File: config.mk
export PLATFORM = sky130hd
export DESIGN_NAME = tcie_top
export DESIGN_NICKNAME = d
export VERILOG_FILES = /design/src/rtl/tcie_pkg.sv /design/src/rtl/tcie_chan.sv /design/src/rtl/tcie_top.sv
export SDC_FILE = /design/constraint.sdc
export NUM_CORES = 1
export LEC_CHECK = 0
export ABC_AREA = 1
export BUFFER_PORTS_ARGS = -buffer_cell sky130_fd_sc_hd__buf_2
export CAP_MARGIN = 20
export CORE_MARGIN = 3
export CORE_UTILIZATION = 50
export DETAILED_ROUTE_END_ITERATION = 8
export GPL_ROUTABILITY_DRIVEN = 0
export GPL_TIMING_DRIVEN = 0
export PLACE_DENSITY = 0.82
export SLEW_MARGIN = 30
export SYNTH_ARGS = -nofsm -noshare
export SYNTH_HDL_FRONTEND = slang
export SYNTH_SLANG_ARGS = --single-unit
File: constraint.sdc
create_clock -name aclk -period 2.2 [get_ports aclk]
set_clock_uncertainty 0.15 [all_clocks]
set_input_delay 0.11 -clock aclk [delete_from_list [all_inputs] [get_ports aclk]]
set_output_delay 0.11 -clock aclk [all_outputs]
set_load 0.05 [all_outputs]
File: src/rtl/tcie_pkg.sv
// Constants, register map and decode helpers for the timer channel interrupt enable block.
// Assumes one clock domain shared with the channel flag logic and the bus.
package tcie_pkg;

    // ------------------------------------------------------------------
    // Sizes
    // ------------------------------------------------------------------
    localparam int          NUM_CH      = 6;
    localparam int          EN_W        = 8;

    // ------------------------------------------------------------------
    // Register map (byte addresses)
    // ------------------------------------------------------------------
    localparam logic [7:0]  ADDR_EN0    = 8'h00;
    localparam logic [7:0]  ADDR_STAT   = 8'h18;
    localparam logic [7:0]  ADDR_MASK   = 8'h1c;

    // ------------------------------------------------------------------
    // Enable register fields
    // ------------------------------------------------------------------
    localparam int          BIT_CONV    = 7;
    localparam int          BIT_ONE     = 6;
    localparam int          BIT_UNF     = 5;
    localparam int          BIT_OVF     = 4;
    localparam int          BIT_D       = 3;
    localparam int          BIT_C       = 2;
    localparam int          BIT_B       = 1;
    localparam int          BIT_A       = 0;
    localparam logic [7:0]  EN_RESET    = 8'h40;
    localparam logic [7:0]  EN_RD_ONES  = 8'h40;
    localparam logic [7:0]  WMASK_CD    = 8'h9f;
    localparam logic [7:0]  WMASK_UNF   = 8'hb3;

    // ------------------------------------------------------------------
    // Bus answers and decode codes
    // ------------------------------------------------------------------
    localparam logic [1:0]  RESP_OKAY   = 2'h0;
    localparam logic [1:0]  RESP_DECERR = 2'h3;
    localparam logic [3:0]  SEL_STAT    = 4'h6;
    localparam logic [3:0]  SEL_MASK    = 4'h7;
    localparam logic [3:0]  SEL_NONE    = 4'hf;

    // Channels with registers C and D; the others have underflow instead
    function automatic logic has_cd(input logic [2:0] ch);
        return (ch == 3'h0) || (ch == 3'h3);
    endfunction : has_cd

    function automatic logic [7:0] wmask(input logic [2:0] ch);
        return has_cd(ch) ? WMASK_CD : WMASK_UNF;
    endfunction : wmask

    // Address to register code; low two bits ignored, word aligned
    function automatic logic [3:0] reg_sel(input logic [7:0] addr);
        logic [7:0] a;
        a = {addr[7:2], 2'h0};
        if (a == ADDR_STAT)
            return SEL_STAT;
        else if (a == ADDR_MASK)
            return SEL_MASK;
        else if (a < ADDR_STAT)
            return a[5:2] - ADDR_EN0[5:2];
        else
            return SEL_NONE;
    endfunction : reg_sel

endpackage : tcie_pkg

File: src/rtl/tcie_chan.sv
// Request gating of one timer channel: each flag ANDed with its enable bit.
// Assumes the enable byte already has its reserved bits cleared.
module tcie_chan #(
    parameter logic HAS_CD = 1'b1
) (
    // Enable and flags
    input  wire logic [7:0] enable,
    input  wire logic       flag_a,
    input  wire logic       flag_b,
    input  wire logic       flag_c,
    input  wire logic       flag_d,
    input  wire logic       flag_ovf,
    input  wire logic       flag_unf,
    // Gated requests
    output logic            req_a,
    output logic            req_b,
    output logic            req_c,
    output logic            req_d,
    output logic            req_ovf,
    output logic            req_unf
);

    // ------------------------------------------------------------------
    // Gating
    // ------------------------------------------------------------------
    assign req_a   = flag_a & enable[tcie_pkg::BIT_A];
    assign req_b   = flag_b & enable[tcie_pkg::BIT_B];
    // Overflow flag arrives already set by the counter wrap upstream
    assign req_ovf = flag_ovf & enable[tcie_pkg::BIT_OVF];
    assign req_c   = HAS_CD & flag_c & enable[tcie_pkg::BIT_C];
    assign req_d   = HAS_CD & flag_d & enable[tcie_pkg::BIT_D];
    assign req_unf = ~HAS_CD & flag_unf & enable[tcie_pkg::BIT_UNF];

endmodule : tcie_chan

File: src/rtl/tcie_top.sv
// Six channel interrupt enable registers of a timer unit, with an AXI4-Lite slave,
// registered request outputs, converter start line and a summary interrupt.
// Assumes the flag register and counters sit outside on the same clock.
//
// Function
// - Six enable registers, one per channel
// - Bit 6 reads one, writes ignored
// - Bit 7 lets A events start converter
// - Bit 5 gates underflow in channels 1,2,4,5
// - Bit 5 reserved zero in channels 0,3
// - Bit 4 gates overflow in all channels
// - Bit 3 gates register D in 0,3
// - Bit 3 reserved zero in 1,2,4,5
// - Bit 2 gates register C in 0,3
// - Bit 2 reserved zero in 1,2,4,5
// - Bit 1 gates register B everywhere
// - Bit 0 gates register A everywhere
// - Overflow flag set on counter wrap
// - Flag clear after read withdraws request
module tcie_top (
    // Clock and reset
    input  wire logic        aclk,
    input  wire logic        aresetn,
    // AXI4-Lite write address
    input  wire logic [7:0]  s_axi_awaddr,
    input  wire logic        s_axi_awvalid,
    output logic             s_axi_awready,
    // AXI4-Lite write data
    input  wire logic [31:0] s_axi_wdata,
    input  wire logic [3:0]  s_axi_wstrb,
    input  wire logic        s_axi_wvalid,
    output logic             s_axi_wready,
    // AXI4-Lite write response
    output logic [1:0]       s_axi_bresp,
    output logic             s_axi_bvalid,
    input  wire logic        s_axi_bready,
    // AXI4-Lite read address
    input  wire logic [7:0]  s_axi_araddr,
    input  wire logic        s_axi_arvalid,
    output logic             s_axi_arready,
    // AXI4-Lite read data
    output logic [31:0]      s_axi_rdata,
    output logic [1:0]       s_axi_rresp,
    output logic             s_axi_rvalid,
    input  wire logic        s_axi_rready,
    // Channel status flags, one bit per channel
    input  wire logic [5:0]  compare_a_flag,
    input  wire logic [5:0]  compare_b_flag,
    input  wire logic [5:0]  compare_c_flag,
    input  wire logic [5:0]  compare_d_flag,
    input  wire logic [5:0]  overflow_flag,
    input  wire logic [5:0]  underflow_flag,
    // Register A capture or compare match pulses
    input  wire logic [5:0]  compare_a_match,
    // Interrupt requests, one bit per channel
    output logic [5:0]       compare_a_irq_request,
    output logic [5:0]       compare_b_irq_request,
    output logic [5:0]       compare_c_irq_request,
    output logic [5:0]       compare_d_irq_request,
    output logic [5:0]       overflow_irq_request,
    output logic [5:0]       underflow_irq_request,
    // Converter start and summary interrupt
    output logic             converter_start,
    output logic             irq
);

    // ------------------------------------------------------------------
    // State
    // ------------------------------------------------------------------
    typedef struct packed {
        logic [5:0][7:0] en;
        logic [5:0]      stat;
        logic [5:0]      mask;
        logic            aw_got;
        logic            w_got;
        logic [7:0]      awaddr;
        logic [7:0]      wdata;
        logic            wstrb0;
        logic            awready;
        logic            wready;
        logic            bvalid;
        logic [1:0]      bresp;
        logic            arready;
        logic            rvalid;
        logic [1:0]      rresp;
        logic [31:0]     rdata;
        logic [5:0]      req_a;
        logic [5:0]      req_b;
        logic [5:0]      req_c;
        logic [5:0]      req_d;
        logic [5:0]      req_ovf;
        logic [5:0]      req_unf;
        logic            conv;
        logic            irq;
    } tcie_state_t;

    tcie_state_t state_q;
    tcie_state_t state_d;

    logic [5:0]  g_a;
    logic [5:0]  g_b;
    logic [5:0]  g_c;
    logic [5:0]  g_d;
    logic [5:0]  g_ovf;
    logic [5:0]  g_unf;
    logic [5:0]  conv_en;
    logic [5:0]  any_req;

    // ------------------------------------------------------------------
    // Per channel gating
    // ------------------------------------------------------------------
    // Each copy sees only its own enable byte and its own flags
    for (genvar ch = 0; ch < tcie_pkg::NUM_CH; ch++)
    begin : g_chan
        tcie_chan #(
            .HAS_CD   (tcie_pkg::has_cd(3'(ch)))
        ) u_chan (
            .enable   (state_q.en[ch]),
            .flag_a   (compare_a_flag[ch]),
            .flag_b   (compare_b_flag[ch]),
            .flag_c   (compare_c_flag[ch]),
            .flag_d   (compare_d_flag[ch]),
            .flag_ovf (overflow_flag[ch]),
            .flag_unf (underflow_flag[ch]),
            .req_a    (g_a[ch]),
            .req_b    (g_b[ch]),
            .req_c    (g_c[ch]),
            .req_d    (g_d[ch]),
            .req_ovf  (g_ovf[ch]),
            .req_unf  (g_unf[ch])
        );
        assign conv_en[ch] = state_q.en[ch][tcie_pkg::BIT_CONV];
        assign any_req[ch] = g_a[ch] | g_b[ch] | g_c[ch] | g_d[ch] | g_ovf[ch] | g_unf[ch];
    end

    // ------------------------------------------------------------------
    // Next state
    // ------------------------------------------------------------------
    always_comb
    begin
        logic [3:0] wsel;
        logic [3:0] rsel;
        logic [5:0] clr;
        wsel    = tcie_pkg::SEL_NONE;
        rsel    = tcie_pkg::SEL_NONE;
        clr     = 6'h00;
        state_d = state_q;

        // Address and data may arrive in either order
        if (s_axi_awvalid && state_q.awready)
        begin
            state_d.aw_got = 1'b1;
            state_d.awaddr = s_axi_awaddr;
        end
        if (s_axi_wvalid && state_q.wready)
        begin
            state_d.w_got  = 1'b1;
            state_d.wdata  = s_axi_wdata[7:0];
            state_d.wstrb0 = s_axi_wstrb[0];
        end
        if (state_q.bvalid && s_axi_bready)
            state_d.bvalid = 1'b0;

        // Write once both halves are held and no answer is pending
        if (state_d.aw_got && state_d.w_got && !state_q.bvalid)
        begin
            wsel           = tcie_pkg::reg_sel(state_d.awaddr);
            state_d.aw_got = 1'b0;
            state_d.w_got  = 1'b0;
            state_d.bvalid = 1'b1;
            state_d.bresp  = tcie_pkg::RESP_OKAY;
            case (wsel)
                4'h0, 4'h1, 4'h2, 4'h3, 4'h4, 4'h5:
                begin
                    // Reserved and read-only bits never stored
                    if (state_d.wstrb0)
                        state_d.en[wsel] = state_d.wdata & tcie_pkg::wmask(wsel[2:0]);
                end
                tcie_pkg::SEL_STAT:
                begin
                    if (state_d.wstrb0)
                        clr = state_d.wdata[5:0];
                end
                tcie_pkg::SEL_MASK:
                begin
                    if (state_d.wstrb0)
                        state_d.mask = state_d.wdata[5:0];
                end
                default:
                    state_d.bresp = tcie_pkg::RESP_DECERR;
            endcase
        end

        // Read path
        if (state_q.rvalid && s_axi_rready)
            state_d.rvalid = 1'b0;
        if (s_axi_arvalid && state_q.arready)
        begin
            rsel           = tcie_pkg::reg_sel(s_axi_araddr);
            state_d.rvalid = 1'b1;
            state_d.rresp  = tcie_pkg::RESP_OKAY;
            state_d.rdata  = 32'h0000_0000;
            case (rsel)
                4'h0, 4'h1, 4'h2, 4'h3, 4'h4, 4'h5:
                    state_d.rdata[7:0] = state_q.en[rsel] | tcie_pkg::EN_RD_ONES;
                tcie_pkg::SEL_STAT:
                    state_d.rdata[5:0] = state_q.stat;
                tcie_pkg::SEL_MASK:
                    state_d.rdata[5:0] = state_q.mask;
                default:
                    state_d.rresp = tcie_pkg::RESP_DECERR;
            endcase
        end

        // Readies follow the held state, so they are registered too
        state_d.arready = !state_d.rvalid;
        state_d.awready = !state_d.aw_got && !state_d.bvalid;
        state_d.wready  = !state_d.w_got && !state_d.bvalid;

        // Levels follow flag and enable; a cleared flag drops its request
        state_d.req_a   = g_a;
        state_d.req_b   = g_b;
        state_d.req_c   = g_c;
        state_d.req_d   = g_d;
        state_d.req_ovf = g_ovf;
        state_d.req_unf = g_unf;

        // One-cycle start pulse in any cycle with an enabled register A event, however many channels match
        state_d.conv    = |(compare_a_match & conv_en);

        // Sticky status; a request in the clearing cycle wins
        state_d.stat    = (state_q.stat & ~clr) | any_req;
        state_d.irq     = |(state_d.stat & state_d.mask);

        if (!aresetn)
        begin
            state_d = '0;
            for (int ch = 0; ch < tcie_pkg::NUM_CH; ch++)
                state_d.en[ch] = tcie_pkg::EN_RESET & tcie_pkg::wmask(3'(ch));
        end
    end

    // ------------------------------------------------------------------
    // Registers
    // ------------------------------------------------------------------
    always_ff @(posedge aclk)
    begin
        state_q <= state_d;
    end

    // ------------------------------------------------------------------
    // Outputs
    // ------------------------------------------------------------------
    assign s_axi_awready         = state_q.awready;
    assign s_axi_wready          = state_q.wready;
    assign s_axi_bvalid          = state_q.bvalid;
    assign s_axi_bresp           = state_q.bresp;
    assign s_axi_arready         = state_q.arready;
    assign s_axi_rvalid          = state_q.rvalid;
    assign s_axi_rresp           = state_q.rresp;
    assign s_axi_rdata           = state_q.rdata;
    assign compare_a_irq_request = state_q.req_a;
    assign compare_b_irq_request = state_q.req_b;
    assign compare_c_irq_request = state_q.req_c;
    assign compare_d_irq_request = state_q.req_d;
    assign overflow_irq_request  = state_q.req_ovf;
    assign underflow_irq_request = state_q.req_unf;
    assign converter_start       = state_q.conv;
    assign irq                   = state_q.irq;

endmodule : tcie_top

==> results of run 1 <==
## worst max-delay path by stage
stage               slack [ns]        endpoint            start
finish                  -0.001             irq    s_axi_awready
CTS                       0.01             irq     s_axi_wready
global route             -0.19             irq    s_axi_awready
detailed placement       -0.07  s_axi_rdata[1]  s_axi_araddr[7]
global placement          -0.1  s_axi_rdata[1]  s_axi_araddr[7]
floorplan                 0.11    state_q[137]    s_axi_awready
## cells in the final DEF (no fill, tap or decap), drive strengths merged
cell | netlist | routed
nor3 | 5 | 5
o22ai | 6 | 6
nand3 | 42 | 43
dlygate4sd3 | 0 | 51
nand2 | 125 | 125
o211ai | 1 | 1
a22o | 1 | 1
nand3b | 4 | 4
or2 | 1 | 1
a21oi | 54 | 54
a31oi | 2 | 2
nor2 | 97 | 97
a221oi | 1 | 1
buf | 80 | 194
inv | 94 | 95
o21ai | 45 | 45
a22oi | 6 | 6
clkinv | 0 | 6
clkbuf | 14 | 32
nand4 | 7 | 7
bufinv | 0 | 5
clkinvlp | 0 | 2
o21a | 1 | 1
o41ai | 1 | 1
a211oi | 11 | 11
dfxtp | 113 | 113
conb | 1 | 34
## flip-flops by register name (all words and copies together) (netlist names)
register	cells
compare_a_irq_request	6
compare_c_irq_request	2
s_axi_rvalid	1
s_axi_arready	1
compare_d_irq_request	2
s_axi_awready	1
conv_en	6
s_axi_wready	1
state_q	64
s_axi_bvalid	1
underflow_irq_request	4
s_axi_rresp	1
converter_start	1
compare_b_irq_request	6
s_axi_rdata	8
overflow_irq_request	6
irq	1
s_axi_bresp	1
## logic make-up after synthesis
| kind of cell | share of synthesized area [%] |
|---|---|
| other cells | 0.0718 |
| flops | 43.3 |
| compound gates | 13.8 |
| buf+inv | 19.3 |
| simple gates | 23.5 |
## per-layer routing
layer | routed length, um | vias to the layer above | part of all wire (%)
li1 | - | 2619 | -
met3 | 1620 | 84 | 9.8
met1 | 6060 | 2471 | 37
met5 | 0 | - | 0
met2 | 8100 | 364 | 49
met4 | 790 | 0 | 4.8
## metrics by stage
stage | cell area, sq um | instances
2_1_floorplan | 5350 | 745
3_3_place_gp | 6020 | 979
3_5_place_dp | 6020 | 979
4_1_cts | 7200 | 1064
5_1_grt | 7440 | 1076
6_report | 7440 | 1076
## power by group through the flow
stage                     clock (uW)  combinational (uW)  sequential, uW
after global placement             0                 730            2160
after global routing            3020                1010            2120
after CTS                       2920                 818            2120
final                           2930                 954            2120
after floorplan                    0                 526            2190
after detailed placement           0                 738            2160
## worst max-delay path: stages (launching register included)
cell and delay (ns):
dfxtp_2 0.32, buf_6 0.12, nand2_4 0.06, buf_8 0.13
nand2_1 0.06, nand2_1 0.13, nand2_1 0.14, nor2_2 0.16
nand4_1 0.19, nand2_1 0.16, nand2_1 0.08, nand2_1 0.07
nand2_1 0.06, nor2_2 0.13, a21oi_1 0.08
## layout make-up
type                            instances  area (sq um)  share of cell area, %
Clock buffer                           18           418                   5.62
Timing Repair Buffer                  165          1120                   15.1
Sequential cell                       113          2260                   30.5
Clock inverter                         14           211                   2.84
Tap cell                              133           166                   2.24
Inverter                               94           355                   4.78
Buffer                                 94           676                   9.09
Multi-Input combinational cell        445          2220                   29.9
## timing repair
action                                  in CTS  in global routing
endpoints found under the hold margin       68                  0
pin swaps                                    1                  8
buffers inserted                             2                 10
endpoints found under the setup margin       1                 27
resized for setup                            3                 42
hold buffers                                51                  0
gates cloned                                 0                  2
==> impl_metrics.env, run 1 <==
export IMPL_status="finished, violations left"
export IMPL_violations="setup timing"
export IMPL_use_met2_pct=46.5
export IMPL_core_area_sq_mm=0.00995
export IMPL_area_growth_pct=42.3
export IMPL_yosys_top_cells_area="dfxtp_1 (43%), buf_4 (11%), nand2_1 (8.4%), nor2_1 (6.6%), inv_1 (6.5%)"
export IMPL_postSynthAreaPerCell_sq_um=7.34
export IMPL_path_max_fanout=10
export IMPL_final_max_slew_violation_count=0
export IMPL_n_fill_cell=682
export IMPL_yosys_warnings=0
export IMPL_drt_pass1_iterations=6
export IMPL_p_seq_share_pct=35.3
export IMPL_yosysSeqAreaShare_pct=43.3
export IMPL_synth_ff_type="dfxtp_1"
export IMPL_met1_usage_pct=30.7
export IMPL_fp_dieW_um=108
export IMPL_rows=36
export IMPL_ys_top_cells_by_count="nand2_1 (117), dfxtp_1 (113), nor2_1 (92)"
export IMPL_antenna_found_initial=0
export IMPL_cts_root_buf="clkbuf_8"
export IMPL_worstHoldPathType="in -> reg"
export IMPL_die_y_um=108
export IMPL_syn_area_sq_mm=0.00523
export IMPL_grt_max_degree=17
export IMPL_vias=5538
export IMPL_diodes=0
export IMPL_cts_sinks=113
export IMPL_drive_gt1_share_pct=29.0
export IMPL_insertion_delay_ns=0.52
export IMPL_finalPower_uw=6000
export IMPL_end_kind="register"
export IMPL_crit_arrival_ns=2.43
export IMPL_ant_nets=0
export IMPL_pre_cts_slack_ns=-0.0706
export IMPL_gr_usage_met3_pct=6.93
export IMPL_hold_depth=4
export IMPL_fp_dieArea_sq_mm=0.0117
export IMPL_crit_type="reg -> reg"
export IMPL_clkPwrFrac_pct=48.8
export IMPL_grt_pass1_wl_mm=24.0
export IMPL_overflow=0
export IMPL_htreeDepth=4
export IMPL_power_density_mw_per_mm2=807
export IMPL_min_to="s_axi_rdata[7]"
export IMPL_combPwrFrac_pct=15.9
export IMPL_wl_mm=16.6
export IMPL_grt_util_all_layers_pct=26.6
export IMPL_min_from="s_axi_araddr[4]"
export IMPL_fin_util_pct=74.7
export IMPL_path_clk_slew_ns=0.05
export IMPL_cts_tree="done"
export IMPL_vias_per_cell=5.15
export IMPL_busiest_layer="met2"
export IMPL_internal_power_uw=4350
export IMPL_cts_buffers_inserted=17
export IMPL_dpl_hpwl_mm=10.2
export IMPL_slew_headroom_pct=48.4
export IMPL_post_drt_wl_per_cell_um=15.4
export IMPL_ys_types=35
export IMPL_worst_pin_slew_ns=0.769
export IMPL_grt_pass1_vias=5119
export IMPL_initial_core_util_pct=52.5
export IMPL_required_ns=2.43
export IMPL_synth_most_common_cell="nand2_1"
export IMPL_yosys_register_bits=113
export IMPL_whs_ns=0.0524
export IMPL_nNetsFinal=1031
export IMPL_drtIter0Drc=492
export IMPL_max_cap_viol_count=0
export IMPL_worstReg2RegEnd="irq"
export IMPL_hold_viol=0
export IMPL_setup_ws_ns=-0.00119
export IMPL_p_leak_uw=0.00369
export IMPL_synth_top_area_share_pct=43.3
export IMPL_drc_errors=0
export IMPL_fin_tns_setup_ns=-0.00119
export IMPL_netlist_instances=712
export IMPL_startpoint_type="register"
export IMPL_r2r_slack_ns=-0.001
export IMPL_timing_reg2reg_worst_path_depth=14
export IMPL_fmax_ghz=0.454
export IMPL_power_switching_share_pct=27.5
export IMPL_async_reset_ff_share_pct=0
export IMPL_synth_edf_count=0
export IMPL_cts_buffer_depth=2
export IMPL_ir_drop_v=0.000572
export IMPL_min_period_ns=2.20
export IMPL_synth_top_area_cell="dfxtp_1"
export IMPL_fin_crit_sh_pct=100
export IMPL_p_sw_uw=1650
export IMPL_timing_rr_start="s_axi_awready"
export IMPL_setup_violations=1
export IMPL_pin_count=180
export IMPL_port_buffers=101
No activity file was read; power rests on OpenSTA's default activity.
==> run 2: changes to the inputs <==
--- a/config.mk
+++ b/config.mk
@@ -13,8 +13,9 @@
 export DETAILED_ROUTE_END_ITERATION = 8
 export GPL_ROUTABILITY_DRIVEN = 0
 export GPL_TIMING_DRIVEN = 0
-export PLACE_DENSITY = 0.82
+export PLACE_DENSITY = 0.8
 export SLEW_MARGIN = 30
 export SYNTH_ARGS = -nofsm -noshare
 export SYNTH_HDL_FRONTEND = slang
+export SYNTH_HIERARCHICAL = 1
 export SYNTH_SLANG_ARGS = --single-unit
==> impl_metrics.env, run 2 <==
export IMPL_n_fill_cell=943
export IMPL_path_buf_inv=2
export IMPL_overflow=0
export IMPL_drive_gt1_share_pct=26.3
export IMPL_grt_pass1_vias=5371
export IMPL_startpoint_type="register"
export IMPL_hold_viol=0
export IMPL_min_from="aresetn"
export IMPL_yosys_top_cells_area="dfxtp_1 (41%), nand2_1 (12%), buf_4 (11%), inv_1 (8.7%), a21oi_1 (5.5%)"
export IMPL_port_buffers=112
export IMPL_regMostFlops="state_q"
export IMPL_fin_crit_sh_pct=95.1
export IMPL_dpl_hpwl_mm=11.3
export IMPL_ant_nets=0
export IMPL_synth_edf_count=0
export IMPL_nNetsFinal=1153
export IMPL_final_cell_mix="nand2_1 (190), inv_1 (137), dfxtp_1 (122)"
export IMPL_antenna_found_initial=0
export IMPL_met1_usage_pct=29.4
export IMPL_yosys_register_bits=123
export IMPL_status="completed"
export IMPL_cts_tree="done"
export IMPL_htreeDepth=4
export IMPL_crit_slowest_cell="o21ai_0"
export IMPL_dpl_cell_area_sq_mm=0.00681
export IMPL_cts_buffer_depth=2
export IMPL_diodes=0
export IMPL_post_route_cell_area_sq_mm=0.00794
export IMPL_max_stage_delay_ns=0.58
export IMPL_fmax_ghz=0.478
export IMPL_gr_usage_met3_pct=5.89
export IMPL_netlist_instances=843
export IMPL_synth_top_area_share_pct=41.2
export IMPL_rsz0062_at_grt="true"
export IMPL_initial_core_util_pct=51.6
export IMPL_ys_top_cells_by_count="nand2_1 (190), inv_1 (138), dfxtp_1 (123)"
export IMPL_end_kind="register"
export IMPL_finalPower_uw=5980
export IMPL_final_max_slew_violation_count=0
export IMPL_largest_reg_flops=64
export IMPL_final_common_cell="nand2_1"
export IMPL_p_leak_uw=0.00444
export IMPL_fp_dieArea_sq_mm=0.0133
export IMPL_grt_max_degree=17
export IMPL_crit_arrival_ns=2.24
export IMPL_critical_path_most_common_cell="o21ai_0"
export IMPL_r2r_slack_ns=0.11
export IMPL_grt_pass1_wl_mm=25.4
export IMPL_fp_dieW_um=115
export IMPL_synth_most_common_cell="nand2_1"
export IMPL_busiest_layer="met2"
export IMPL_setup_violations=0
export IMPL_synth_top_area_cell="dfxtp_1"
export IMPL_slew_headroom_pct=52.8
export IMPL_drtIter0Drc=373
export IMPL_core_area_sq_mm=0.0116
export IMPL_yosys_warnings=6
export IMPL_ys_types=39
export IMPL_vias=5785
export IMPL_path_cells="nand2_2 > buf_2 > o21ai_0 > inv_1 > o21ai_0 > a21oi_1"
export IMPL_postSynthAreaPerCell_sq_um=7.08
export IMPL_rows=39
export IMPL_syn_area_sq_mm=0.00597
export IMPL_synth_ff_type="dfxtp_1"
export IMPL_path_clk_slew_ns=0.05
export IMPL_max_cap_viol_count=0
export IMPL_cts_root_buf="clkbuf_16"
export IMPL_path_max_fanout=10
export IMPL_use_met2_pct=42.6
export IMPL_grt_util_all_layers_pct=24.8
export IMPL_crit_type="reg -> reg"
export IMPL_min_period_ns=2.09
export IMPL_drc_errors=0
export IMPL_timing_reg2reg_worst_path_depth=6
export IMPL_insertion_delay_ns=0.42
export IMPL_fin_tns_setup_ns=0
export IMPL_power_density_mw_per_mm2=754
export IMPL_ir_drop_v=0.000588
export IMPL_min_to="s_axi_awready"
export IMPL_worstReg2RegEnd="conv_en[2]"
export IMPL_fin_util_pct=68.6
export IMPL_area_growth_pct=32.9
export IMPL_post_drt_wl_per_cell_um=13.6
export IMPL_worstHoldPathType="in -> reg"
export IMPL_fin_cells=1206
export IMPL_hold_depth=3
export IMPL_cts_buffers_inserted=17
export IMPL_required_ns=2.34
export IMPL_yosysSeqAreaShare_pct=41.2
export IMPL_worst_pin_slew_ns=0.700
export IMPL_timing_rr_start="s_axi_wready"
export IMPL_async_reset_ff_share_pct=0
export IMPL_drt_pass1_iterations=5
export IMPL_crit_family="compound AO/OA/AOI/OAI gates"
export IMPL_placed_cells=1125
export IMPL_die_y_um=115
export IMPL_wl_mm=16.4
export IMPL_cts_sinks=123
export IMPL_pin_count=180
export IMPL_vias_per_cell=4.80
==> run 2: routing by layer <==
layer	part of all wire, %	routed length (um)
met4	3.0	499
met5	0	0
met2	49	8020
met3	8.3	1360
met1	40	6510
==> run 2: report_power, final <==
part / leakage, uW / total [uW] / internal, uW / switching (uW)
combinational: 0.00316 / 930 / 310 / 620
sequential: 0.000999 / 2320 / 2290 / 31.7
clock: 0.000281 / 2730 / 1770 / 965
==> run 2: repair_timing <==
action	in CTS	in global routing
setup endpoints to repair	1	29
pin swaps	0	7
hold endpoints to repair	48	0
resized for setup	1	16
hold buffers	46	0
setup buffers	0	5
==> run 2: metrics by stage <==
stage	setup WS (ns)	hold slack, ns
floorplan	0.0169	0.123
global placement	-0.0306	0.253
detailed placement	-0.0440	0.259
CTS	0.0557	0.00171
global route	-0.0684	0.0410
finish	0.108	0.0106
==> run 2: layout make-up <==
type / count / area [sq um] / area share (%)
Sequential cell: 123 / 2460 / 31.0
Multi-Input combinational cell: 496 / 2360 / 29.8
Timing Repair Buffer: 163 / 1060 / 13.3
Buffer: 105 / 738 / 9.30
Inverter: 146 / 553 / 6.97
Clock buffer: 23 / 488 / 6.15
Tap cell: 143 / 179 / 2.25
Clock inverter: 7 / 90.1 / 1.14
==> run 2: cells by family (layout without fill, tap and decap cells) <==
group,Yosys count,count (layout),synth area share (%)
and+or+nand+nor,324,324,24.5
other,7,34,0.440
DFF,123,123,41.2
AOI/OAI and AO/OA,138,138,12.4
buffers and inverters,251,444,21.5
==> run 2: worst register-to-register path: stages, from the launching register on <==
cell     delay, ns
dfxtp_1       0.39
nand2_2       0.11
buf_2         0.20
o21ai_0       0.58
inv_1         0.26
o21ai_0       0.21
a21oi_1       0.07
==> run 2: worst max-delay path by stage <==
| stage | startpoint | endpoint | slack (ns) | cells past startpoint |
|---|---|---|---|---|
| global route | s_axi_awvalid | irq | -0.07 | 15 |
| CTS | s_axi_awready | irq | 0.06 | 12 |
| floorplan | s_axi_awready | state_q[114] | 0.02 | 13 |
| global placement | s_axi_araddr[7] | s_axi_rdata[5] | -0.03 | 12 |
| finish | s_axi_wready | conv_en[2] | 0.11 | 6 |
| detailed placement | s_axi_araddr[7] | s_axi_rdata[5] | -0.04 | 12 |
